[src/design/clkmgr_pkg.sv]
// clock manager constants and carriers
package clkmgr_pkg;
  // ------------------------------------------------------------
  // timing
  // ------------------------------------------------------------
  localparam int CLK_NS = 50;
  localparam int REF_LOST_NS = 1000;
  localparam int REF_LOST_CYC = REF_LOST_NS / CLK_NS;
  localparam logic [3:0] LOCK_EDGES = 4'h8;
  // ------------------------------------------------------------
  // sizes and pin indices
  // ------------------------------------------------------------
  localparam int NUM_LOOPS = 4;
  localparam int LVDS_LOOPS = 2;
  localparam int FAST_IO_PIN_A = 0;
  localparam int FAST_IO_PIN_B = 1;
  localparam int FAST_IO_PIN_C = 2;
  localparam int FAST_IO_PIN_D = 3;
  // ------------------------------------------------------------
  // register map
  // ------------------------------------------------------------
  localparam logic [11:0] ADDR_CTRL = 12'h000;
  localparam logic [11:0] ADDR_STAT = 12'h004;
  localparam logic [11:0] ADDR_MASK = 12'h008;
  localparam logic [11:0] ADDR_STATE = 12'h00c;
  localparam logic [11:0] ADDR_LOOP_BASE = 12'h020;
  localparam logic [11:0] ADDR_LOOP_END = 12'h060;
  localparam logic [3:0] OFS_MUL = 4'h0;
  localparam logic [3:0] OFS_SHIFT = 4'h4;
  localparam int STAT_LOCK_LSB = 0;
  localparam int STAT_LOST_LSB = 4;
  localparam int STAT_ERR_BIT = 8;
  localparam logic [31:0] CTRL_RST = 32'h0000_0001;
  localparam logic [26:0] MUL_RST = 27'h022_0202;
  localparam logic [7:0] MK_MIN = 8'h02;
  localparam logic [7:0] MK_MAX = 8'ha0;
  localparam logic [4:0] NV_MIN = 5'h01;
  localparam logic [4:0] NV_MAX = 5'h10;
  localparam logic [1:0] MULT_X1 = 2'h0;
  localparam logic [1:0] MULT_X2 = 2'h1;
  localparam logic [1:0] MULT_X4 = 2'h2;
  localparam logic [1:0] RESP_OKAY = 2'h0;
  localparam logic [1:0] RESP_SLVERR = 2'h2;
  // ------------------------------------------------------------
  // carriers
  // ------------------------------------------------------------
  typedef enum logic [1:0] {AX_IDLE = 2'b01, AX_BUSY = 2'b10} ax_state_t;
  typedef struct packed {
    logic use_v;
    logic [4:0] v;
    logic [4:0] n;
    logic [7:0] k;
    logic [7:0] m;
  } loop_mul_t;
  typedef struct packed {
    logic enable;
    logic lvds;
    logic fb_ext;
    logic gpio_oe;
    logic gpio_out;
    logic lock_out_en;
    logic src;
    logic early;
    logic [4:0] delay;
    logic [1:0] phase;
  } loop_shift_t;
  typedef struct packed {
    logic lvds;
    logic fb_ext;
    logic early;
    logic [4:0] delay;
    logic [1:0] phase;
    logic [7:0] m;
    logic [11:0] div;
  } unit_cfg_t;
endpackage : clkmgr_pkg

[src/design/loop_lock_unit.sv]
// one locking loop: lock, rate, phase, delay
`timescale 1ns/1ns
module loop_lock_unit #(
  parameter int DL = 32
) (
  input wire logic core_clk,
  input wire logic rst_b,
  input wire logic run,
  input wire logic ref_s,
  input wire logic fb_s,
  input wire clkmgr_pkg::unit_cfg_t cfg,
  output logic locked,
  output logic gen_clk,
  output logic bit_strobe
);
  typedef struct packed {
    logic ref_d, fb_d, fb_seen, raw_d, locked, gen, strobe;
    logic [5:0] gap;
    logic [3:0] edges;
    logic [15:0] acc;
    logic [1:0] tcnt;
    logic [4:0] pcnt, gper;
    logic [DL-1:0] dl;
  } unit_st_t;

  unit_st_t q, d;

  always_comb begin
    logic rise, frise, tick, raw;
    logic [1:0] ph;
    logic [4:0] eff;
    logic [15:0] acc_t;
    d = q;
    rise = ref_s & ~q.ref_d;
    frise = fb_s & ~q.fb_d;
    tick = q.acc >= {4'h0, cfg.div};
    ph = q.tcnt + cfg.phase;
    raw = ph[1];
    acc_t = tick ? q.acc - {4'h0, cfg.div} : q.acc;
    eff = 5'h0;
    d.ref_d = ref_s;
    d.fb_d = fb_s;
    if (!run) begin
      d = '0;
      d.ref_d = ref_s;
      d.fb_d = fb_s;
    end else begin
      if (frise) begin
        d.fb_seen = 1'b1;
      end
      if (rise) begin
        d.gap = 6'h0;
        d.fb_seen = 1'b0;
        // off-board feedback must echo every reference edge
        if (cfg.fb_ext && !q.fb_seen && !frise) begin
          d.edges = 4'h0;
        end else if (q.edges != clkmgr_pkg::LOCK_EDGES) begin
          d.edges = q.edges + 4'h1;
        end
        // rate limit: at most one tick per core cycle
        if (acc_t < 16'hf000) begin
          acc_t = acc_t + {6'h0, cfg.m, 2'h0};
        end
      end else if (q.gap != 6'(clkmgr_pkg::REF_LOST_CYC)) begin
        d.gap = q.gap + 6'h1;
      end else begin
        d.edges = 4'h0;
      end
      d.locked = d.edges == clkmgr_pkg::LOCK_EDGES;
      d.acc = acc_t;
      d.tcnt = q.tcnt + {1'b0, tick};
      d.raw_d = raw;
      d.dl = {q.dl[DL-2:0], raw};
      if (raw && !q.raw_d) begin
        d.pcnt = 5'h0;
        d.gper = q.pcnt;
      end else if (q.pcnt != 5'h1f) begin
        d.pcnt = q.pcnt + 5'h1;
      end
      eff = cfg.early ? q.gper - cfg.delay : cfg.delay;
      if (cfg.delay > q.gper) begin
        eff = cfg.early ? 5'h0 : q.gper;
      end
      d.gen = q.dl[eff];
      d.strobe = tick & cfg.lvds;
    end
  end

  always_ff @(posedge core_clk or negedge rst_b) begin
    if (!rst_b) begin
      q <= '0;
    end else begin
      q <= d;
    end
  end

  assign locked = q.locked;
  assign gen_clk = q.gen;
  assign bit_strobe = q.strobe;
endmodule : loop_lock_unit

[src/design/clock_manager.sv]
// clock manager top: loops, lock pins, fast pins, register slave
`timescale 1ns/1ns
// Contract
// - four fast pins bidirectional, distribute and drive
// - fast pin data and enable from fabric
// - shared second input disables first input
// - clock one multiplier never exceeds clock two
// - rate m/(n*k) or m/(n*v), ranges checked
// - phase set in quarter-period steps
// - delay earlier or later, at most one period
// - each loop drives its own lock indicator
// - lock pin optional, else plain I/O
// - enhanced loop ignores reference until configured
// - base loop locks during configuration already
// - clock out off-chip, feedback off-board
// - two loops multiply serial interface clock
module clock_manager (
  input wire logic core_clk,
  input wire logic rst_b,
  input wire logic first_dedicated_clock_input,
  input wire logic second_dedicated_clock_input,
  input wire logic config_done,
  input wire logic [3:0] fb_pin_i,
  output logic [3:0] gen_clk_pin_o,
  output logic [1:0] bit_strobe_o,
  input wire logic [3:0] lock_pin_i,
  output logic [3:0] lock_pin_o,
  output logic [3:0] lock_pin_oe,
  input wire logic [3:0] fast_io_pin_i,
  output logic [3:0] fast_io_pin_o,
  output logic [3:0] fast_io_pin_oe,
  input wire logic [3:0] fabric_fast_out,
  input wire logic [3:0] fabric_fast_oe,
  output logic [3:0] fabric_fast_in,
  output logic irq,
  input wire logic [11:0] s_axi_awaddr,
  input wire logic s_axi_awvalid,
  output logic s_axi_awready,
  input wire logic [31:0] s_axi_wdata,
  input wire logic [3:0] s_axi_wstrb,
  input wire logic s_axi_wvalid,
  output logic s_axi_wready,
  output logic [1:0] s_axi_bresp,
  output logic s_axi_bvalid,
  input wire logic s_axi_bready,
  input wire logic [11:0] s_axi_araddr,
  input wire logic s_axi_arvalid,
  output logic s_axi_arready,
  output logic [31:0] s_axi_rdata,
  output logic [1:0] s_axi_rresp,
  output logic s_axi_rvalid,
  input wire logic s_axi_rready
);
  // ------------------------------------------------------------
  // state
  // ------------------------------------------------------------
  typedef struct packed {
    logic [14:0] s1, s2;
    clkmgr_pkg::ax_state_t wst, rst;
    logic aw_got, w_got;
    logic [11:0] waddr;
    logic [31:0] wdata;
    logic [3:0] wstrb;
    logic awready, wready, bvalid, arready, rvalid;
    logic [1:0] bresp, rresp;
    logic [31:0] rdata;
    logic enh, shared;
    logic [1:0] m1, m2;
    logic [8:0] stat, mask;
    logic irq;
    clkmgr_pkg::loop_mul_t [3:0] mul;
    clkmgr_pkg::loop_shift_t [3:0] shf;
    logic [3:0] lock_ind, lock_o, lock_oe, gen_o;
    logic [1:0] strobe_o;
    logic [3:0] fast_o, fast_oe, fast_in;
  } st_t;

  st_t q, d;
  logic [3:0] u_lock, u_gen, u_strobe;
  logic [3:0] u_run, u_ref;
  clkmgr_pkg::unit_cfg_t [3:0] u_cfg;

  // ------------------------------------------------------------
  // helpers
  // ------------------------------------------------------------
  function automatic logic [7:0] fac(input logic [1:0] code);
    fac = code == clkmgr_pkg::MULT_X4 ? 8'h04 :
          code == clkmgr_pkg::MULT_X2 ? 8'h02 : 8'h01;
  endfunction : fac

  function automatic logic pair_ok(input logic [1:0] c1, input logic [1:0] c2);
    pair_ok = c2 <= clkmgr_pkg::MULT_X4 && c1 <= c2;
  endfunction : pair_ok

  function automatic logic mul_ok(input clkmgr_pkg::loop_mul_t v);
    mul_ok = v.m >= clkmgr_pkg::MK_MIN && v.m <= clkmgr_pkg::MK_MAX &&
             v.k >= clkmgr_pkg::MK_MIN && v.k <= clkmgr_pkg::MK_MAX &&
             v.n >= clkmgr_pkg::NV_MIN && v.n <= clkmgr_pkg::NV_MAX &&
             v.v >= clkmgr_pkg::NV_MIN && v.v <= clkmgr_pkg::NV_MAX;
  endfunction : mul_ok

  function automatic logic [31:0] merge(input logic [31:0] old,
      input logic [31:0] nw, input logic [3:0] strb);
    logic [31:0] r;
    r = old;
    for (int i = 0; i < 4; i++) begin
      if (strb[i]) begin
        r[8*i +: 8] = nw[8*i +: 8];
      end
    end
    merge = r;
  endfunction : merge

  function automatic logic is_loop(input logic [11:0] a);
    is_loop = a >= clkmgr_pkg::ADDR_LOOP_BASE && a < clkmgr_pkg::ADDR_LOOP_END;
  endfunction : is_loop

  function automatic logic [1:0] loop_idx(input logic [11:0] a);
    logic [11:0] r;
    r = a - clkmgr_pkg::ADDR_LOOP_BASE;
    loop_idx = r[5:4];
  endfunction : loop_idx

  // ------------------------------------------------------------
  // loops
  // ------------------------------------------------------------
  for (genvar g = 0; g < clkmgr_pkg::NUM_LOOPS; g++) begin : g_loop
    always_comb begin
      logic [1:0] code;
      logic [11:0] dv;
      code = q.shf[g].src ? q.m2 : q.m1;
      dv = 12'(q.mul[g].n * (q.mul[g].use_v ? q.mul[g].v : q.mul[g].k[4:0]));
      if (!q.mul[g].use_v) begin
        dv = 12'(q.mul[g].n * q.mul[g].k);
      end
      u_ref[g] = q.shf[g].src ? q.s2[1] : q.s2[0];
      // clock one idle while clock two shared
      u_run[g] = q.shf[g].enable && (q.shf[g].src || !q.shared) &&
                 (!q.enh || q.s2[2]);
      u_cfg[g].lvds = q.shf[g].lvds && g < clkmgr_pkg::LVDS_LOOPS;
      u_cfg[g].fb_ext = q.shf[g].fb_ext;
      u_cfg[g].early = q.shf[g].early;
      u_cfg[g].delay = q.shf[g].delay;
      u_cfg[g].phase = q.shf[g].phase;
      u_cfg[g].m = q.enh ? q.mul[g].m : fac(code);
      u_cfg[g].div = q.enh ? dv : 12'h001;
    end
    loop_lock_unit #(.DL(32)) u_unit (
      .core_clk(core_clk),
      .rst_b(rst_b),
      .run(u_run[g]),
      .ref_s(u_ref[g]),
      .fb_s(q.s2[3+g]),
      .cfg(u_cfg[g]),
      .locked(u_lock[g]),
      .gen_clk(u_gen[g]),
      .bit_strobe(u_strobe[g])
    );
  end

  // ------------------------------------------------------------
  // next state
  // ------------------------------------------------------------
  always_comb begin
    logic [8:0] ev, clr;
    logic [31:0] w, rv;
    logic ok;
    logic [1:0] li;
    d = q;
    ev = '0;
    clr = '0;
    w = '0;
    rv = '0;
    ok = 1'b0;
    li = '0;
    d.s1 = {fast_io_pin_i, lock_pin_i, fb_pin_i, config_done,
            second_dedicated_clock_input, first_dedicated_clock_input};
    d.s2 = q.s1;
    // lock shown only after configuration
    d.lock_ind = u_lock & {4{q.s2[2]}};
    ev[3:0] = d.lock_ind & ~q.lock_ind;
    ev[7:4] = q.lock_ind & ~d.lock_ind;
    for (int i = 0; i < clkmgr_pkg::NUM_LOOPS; i++) begin
      if (q.shf[i].lock_out_en) begin
        d.lock_o[i] = q.lock_ind[i];
        d.lock_oe[i] = 1'b1;
      end else begin
        d.lock_o[i] = q.shf[i].gpio_out;
        d.lock_oe[i] = q.shf[i].gpio_oe;
      end
    end
    d.gen_o = u_gen;
    d.strobe_o = u_strobe[1:0];
    d.fast_o = fabric_fast_out;
    d.fast_oe = fabric_fast_oe;
    d.fast_in = q.s2[14:11];

    // write channel: address and data in either order
    if (q.wst == clkmgr_pkg::AX_IDLE) begin
      if (s_axi_awvalid && q.awready) begin
        d.aw_got = 1'b1;
        d.waddr = s_axi_awaddr;
      end
      if (s_axi_wvalid && q.wready) begin
        d.w_got = 1'b1;
        d.wdata = s_axi_wdata;
        d.wstrb = s_axi_wstrb;
      end
      if (q.aw_got && q.w_got) begin
        d.aw_got = 1'b0;
        d.w_got = 1'b0;
        d.wst = clkmgr_pkg::AX_BUSY;
        d.bvalid = 1'b1;
        d.bresp = clkmgr_pkg::RESP_OKAY;
        li = loop_idx(q.waddr);
        if (q.waddr == clkmgr_pkg::ADDR_CTRL) begin
          w = merge({26'h0, q.m2, q.m1, q.shared, q.enh}, q.wdata, q.wstrb);
          if (pair_ok(w[3:2], w[5:4])) begin
            d.enh = w[0];
            d.shared = w[1];
            d.m1 = w[3:2];
            d.m2 = w[5:4];
          end else begin
            ev[clkmgr_pkg::STAT_ERR_BIT] = 1'b1;
          end
        end else if (q.waddr == clkmgr_pkg::ADDR_MASK) begin
          w = merge({23'h0, q.mask}, q.wdata, q.wstrb);
          d.mask = w[8:0];
        end else if (q.waddr == clkmgr_pkg::ADDR_STAT ||
                     q.waddr == clkmgr_pkg::ADDR_STATE) begin
          d.bresp = clkmgr_pkg::RESP_OKAY;
        end else if (is_loop(q.waddr) && q.waddr[3:0] == clkmgr_pkg::OFS_MUL) begin
          w = merge({5'h0, q.mul[li]}, q.wdata, q.wstrb);
          ok = mul_ok(w[26:0]);
          if (ok) begin
            d.mul[li] = w[26:0];
          end else begin
            ev[clkmgr_pkg::STAT_ERR_BIT] = 1'b1;
          end
        end else if (is_loop(q.waddr) && q.waddr[3:0] == clkmgr_pkg::OFS_SHIFT) begin
          w = merge({17'h0, q.shf[li]}, q.wdata, q.wstrb);
          d.shf[li] = w[14:0];
          if (w[14] && !w[8] && q.shared) begin
            ev[clkmgr_pkg::STAT_ERR_BIT] = 1'b1;
          end
        end else begin
          d.bresp = clkmgr_pkg::RESP_SLVERR;
        end
      end
    end else if (s_axi_bready) begin
      d.bvalid = 1'b0;
      d.wst = clkmgr_pkg::AX_IDLE;
    end
    d.awready = d.wst == clkmgr_pkg::AX_IDLE && !d.aw_got;
    d.wready = d.wst == clkmgr_pkg::AX_IDLE && !d.w_got;

    // read channel
    if (q.rst == clkmgr_pkg::AX_IDLE) begin
      if (s_axi_arvalid && q.arready) begin
        d.rst = clkmgr_pkg::AX_BUSY;
        d.rvalid = 1'b1;
        d.rresp = clkmgr_pkg::RESP_OKAY;
        li = loop_idx(s_axi_araddr);
        if (s_axi_araddr == clkmgr_pkg::ADDR_CTRL) begin
          rv = {26'h0, q.m2, q.m1, q.shared, q.enh};
        end else if (s_axi_araddr == clkmgr_pkg::ADDR_STAT) begin
          rv = {23'h0, q.stat};
          clr = q.stat;
        end else if (s_axi_araddr == clkmgr_pkg::ADDR_MASK) begin
          rv = {23'h0, q.mask};
        end else if (s_axi_araddr == clkmgr_pkg::ADDR_STATE) begin
          rv = {16'h0, q.s2[10:7], q.s2[14:11], 3'h0, q.s2[2], q.lock_ind};
        end else if (is_loop(s_axi_araddr) &&
                     s_axi_araddr[3:0] == clkmgr_pkg::OFS_MUL) begin
          rv = {5'h0, q.mul[li]};
        end else if (is_loop(s_axi_araddr) &&
                     s_axi_araddr[3:0] == clkmgr_pkg::OFS_SHIFT) begin
          rv = {17'h0, q.shf[li]};
        end else begin
          d.rresp = clkmgr_pkg::RESP_SLVERR;
        end
        d.rdata = rv;
      end
    end else if (s_axi_rready) begin
      d.rvalid = 1'b0;
      d.rst = clkmgr_pkg::AX_IDLE;
    end
    d.arready = d.rst == clkmgr_pkg::AX_IDLE && !(s_axi_arvalid && q.arready);

    // set wins over read-clear
    d.stat = (q.stat & ~clr) | ev;
    d.irq = |(d.stat & d.mask);
  end

  always_ff @(posedge core_clk or negedge rst_b) begin
    if (!rst_b) begin
      q <= '0;
      q.wst <= clkmgr_pkg::AX_IDLE;
      q.rst <= clkmgr_pkg::AX_IDLE;
      q.enh <= clkmgr_pkg::CTRL_RST[0];
      q.mul <= {4{clkmgr_pkg::MUL_RST}};
    end else begin
      q <= d;
    end
  end

  // ------------------------------------------------------------
  // outputs
  // ------------------------------------------------------------
  assign gen_clk_pin_o = q.gen_o;
  assign bit_strobe_o = q.strobe_o;
  assign lock_pin_o = q.lock_o;
  assign lock_pin_oe = q.lock_oe;
  assign fast_io_pin_o = q.fast_o;
  assign fast_io_pin_oe = q.fast_oe;
  assign fabric_fast_in = q.fast_in;
  assign irq = q.irq;
  assign s_axi_awready = q.awready;
  assign s_axi_wready = q.wready;
  assign s_axi_bresp = q.bresp;
  assign s_axi_bvalid = q.bvalid;
  assign s_axi_arready = q.arready;
  assign s_axi_rdata = q.rdata;
  assign s_axi_rresp = q.rresp;
  assign s_axi_rvalid = q.rvalid;
endmodule : clock_manager

[config.mk]
export PLATFORM = sky130hd
export DESIGN_NAME = clock_manager
export DESIGN_NICKNAME = d
export VERILOG_FILES = /design/src/design/clkmgr_pkg.sv /design/src/design/loop_lock_unit.sv /design/src/design/clock_manager.sv
export SDC_FILE = /design/constraint.sdc
export NUM_CORES = 2
export LEC_CHECK = 0
export BUFFER_PORTS_ARGS = -buffer_cell sky130_fd_sc_hd__buf_4
export CAP_MARGIN = 20
export CORE_MARGIN = 4
export CORE_UTILIZATION = 55
export CTS_BUF_LIST = sky130_fd_sc_hd__clkbuf_4
export DETAILED_ROUTE_END_ITERATION = 6
export PLACE_DENSITY = 0.75
export SYNTH_ARGS = -nofsm -noshare
export SYNTH_HDL_FRONTEND = slang
export SYNTH_SLANG_ARGS = --single-unit
export TNS_END_PERCENT = 30
[constraint.sdc]
create_clock -name core_clk -period 7.46 [get_ports core_clk]
set_input_delay 1.119 -clock core_clk [delete_from_list [all_inputs] [get_ports core_clk]]
set_output_delay 1.119 -clock core_clk [all_outputs]
set_load 0.005 [all_outputs]
==> impl_metrics.env <==
export IMPL_cts_root_buffer="clkbuf_4"
export IMPL_cts_tree="built"
export IMPL_first_global_vias=33400
export IMPL_outcome="completed"
export IMPL_globalRouteOverflowTotal=0
export IMPL_p_leak_nw=23.4
export IMPL_mostFrequentLayoutCell="dfrtp_1"
export IMPL_die_w_um=288
export IMPL_setup_slack_ns=0.146
export IMPL_wire_per_inst_um=18.7
export IMPL_antenna_found_initial=3
export IMPL_grt_max_degree=155
export IMPL_synth_edf_count=0
export IMPL_via_count=33800
export IMPL_layout_drive_gt1_share=0.230
export IMPL_tightest_slew_ns=1.08
export IMPL_cap_violations=0
export IMPL_antenna_left=0
export IMPL_rsz0062_at_grt="yes"
export IMPL_syn_area_um2=43100
export IMPL_cp_top_family="adder cells"
export IMPL_maxSlewHeadroom=0.279
export IMPL_synth_cell_types=80
export IMPL_timing_hold_violations_final=0
export IMPL_setup_violations=0
export IMPL_async_flop_share=1.00
export IMPL_place_hpwl_um=81400
export IMPL_crit_path_top_delay_cell="fa_1"
export IMPL_cpPeakStageDelay_ns=0.57
export IMPL_slew_violations=0
export IMPL_synth_seq_cells=638
export IMPL_hp_class="in2reg"
export IMPL_post_route_min_period_ns=7.31
export IMPL_powerDensity_nw_per_um2=203
export IMPL_drc=0
export IMPL_fmaxAchievable_mhz=137
export IMPL_dr_wl_met3_um=7120
export IMPL_clkLatencyLatePin_ns=1.07
export IMPL_n_fill_cell=6173
export IMPL_whs_ns=0.148
export IMPL_met1_length_um=45800
export IMPL_drtIter0Drc=2257
export IMPL_ys_warn_count=0
export IMPL_dieArea_um2=82900
export IMPL_numCtsBuffers=172
export IMPL_peakVddDrop_uv=237
export IMPL_ys_seq_area_frac=0.371
export IMPL_synth_cells=4384
export IMPL_start_util=0.555
export IMPL_cp_max_fo=5
export IMPL_required_ns=8.35
export IMPL_viasPerCell=5.70
export IMPL_fin_skew_ns=0.124
export IMPL_ioPinCount=158
export IMPL_yosysTopAreaCellShare=0.360
export IMPL_synth_area_leader_cell="dfrtp_1"
export IMPL_dr_wl_met2_um=53000
export IMPL_crit_arrival_ns=8.20
export IMPL_synth_main_ff_cell="dfrtp_1"
export IMPL_grt_first_pass_wirelength_um=176000
export IMPL_h_tree_depth=4
export IMPL_rows=102
export IMPL_die_height_um=288
export IMPL_syn_avg_cell_area_um2=9.83
export IMPL_path_clk_slew_ns=0.07
export IMPL_final_cell_mix="602 x dfrtp_1, 467 x nand2_1, 405 x buf_4, 291 x inv_1, 269 x ha_1"
export IMPL_worstSetupEndpointType="register"
export IMPL_clk_path_buf_depth=3
export IMPL_wl_um=111000
export IMPL_numPortBuffers=145
export IMPL_yosys_top_cells_area="dfrtp_1 36%, ha_1 8.5%, fa_1 5.4%"
export IMPL_synthToLayoutAreaGrowth_pct=15.5
export IMPL_gp_congestion=0.927
export IMPL_highest_signal_layer="met5"
export IMPL_fin_crit_sh=0.980
export IMPL_total_power_w=0.0101
export IMPL_clock_sinks=638
export IMPL_path_class="reg2reg"
export IMPL_track_usage=0.266
export IMPL_final_nets=5247
export IMPL_core_area_um2=77600
export IMPL_critPathBufInv=3
export IMPL_drt_pass1_iterations=5
export IMPL_dpl_worst_slack_ns=-0.312
export IMPL_critPathLaunchType="register"
-- cell usage after synthesis, types with 116 or more instances --
cell type and instances:
dfrtp_1 619, nand2_1 469, inv_1 297, ha_1 294
and2_1 266, o21ai_0 260, nor2_1 239, mux2i_1 210
a21oi_1 175, clkbuf_1 144, mux2_2 119, xnor2_1 118
fa_1 116
-- kinds of logic (layout without fill, tap and decap cells) --
kind of cell | Yosys count | count (layout) | share of synthesized area
AO/OA/AOI/OAI | 807 | 807 | 0.113
XOR/XNOR | 183 | 183 | 0.0372
flip-flops | 638 | 638 | 0.371
multiplexers | 416 | 416 | 0.125
buffers and inverters | 535 | 1027 | 0.0527
AND/OR/NAND/NOR | 1394 | 1394 | 0.161
other | 1 | 9 | 0.0000871
adder cells (fa/ha/maj) | 410 | 410 | 0.139
-- final cells by class --
cell class              instances  area, um^2  area share
flip-flops and latches        638       16000       0.322
diodes                          2        5.00    0.000101
clock inverters                54         383     0.00769
repair buffers                421        3270      0.0658
inverters                     297        1110      0.0224
well taps                    1040        1300      0.0262
multi-input cells            3217       25800       0.518
clock buffers                 255        1910      0.0385
-- final timing paths --
kind                                             start                     end  slack, ns  cells after the start
setup / recovery                                q[197]  g_loop[3].u_unit.q[58]       0.15                     34
hold / removal                      fabric_fast_out[1]        fast_io_pin_o[1]       0.15                      1
setup reg to reg                                q[197]  g_loop[3].u_unit.q[58]       0.15                     34
hold reg to reg            g_loop[0].u_unit.bit_strobe         bit_strobe_o[0]       0.32                      0
max in group asynchronous                        rst_b  g_loop[2].u_unit.q[20]       5.51                      3
min in group asynchronous                        rst_b  g_loop[1].u_unit.q[64]       0.58                      2
-- metal layers --
metal,GRT usage,vias up
met3,0.0549,270
met4,0.116,2
li1,-,15900
met1,0.344,16500
met5,0,-
met2,0.436,1063
-- where the power goes --
part / switching [W] / total [W] / internal [W]
Combinational: 0.00157 / 0.00285 / 0.00128
Sequential: 0.000386 / 0.00405 / 0.00366
Clock: 0.00161 / 0.00323 / 0.00162
Total: 0.00357 / 0.0101 / 0.00656
-- per-stage QoR --
step	cell area, um^2	setup TNS, ns	cells	utilization
2_1_floorplan	43300	-0.00811	4390	-
3_3_place_gp	46300	-0.338	5572	0.597
3_5_place_dp	46300	-1.41	5572	0.597
4_1_cts	48800	0	5892	0.629
5_1_grt	49800	-1.05	5923	0.641
6_report	49800	0	5924	0.641
-- sequential cells by signal (all words and copies together), names as in the netlist, 4 cells and up --
| signal | cells |
|---|---|
| g_loop.u_unit.gen_clk | 4 |
| lock_pin_oe | 4 |
| s_axi_rdata | 27 |
| q | 256 |
| lock_pin_o | 4 |
| fabric_fast_in | 4 |
| d | 19 |
| g_loop.u_unit.locked | 4 |
| gen_clk_pin_o | 4 |
| g_loop.u_unit.q | 292 |
| fast_io_pin_o | 4 |
| fast_io_pin_oe | 4 |
-- timing repair --
action                                 in CTS  in global routing
endpoints found under the hold margin      55                  0
setup endpoints to repair                  18                 31
pin swaps                                  27                107
gates cloned                                0                  0
setup buffers                              10                 29
hold buffers                                1                  0
gates resized for setup                    44                150
(Power assumes the default switching activity.)
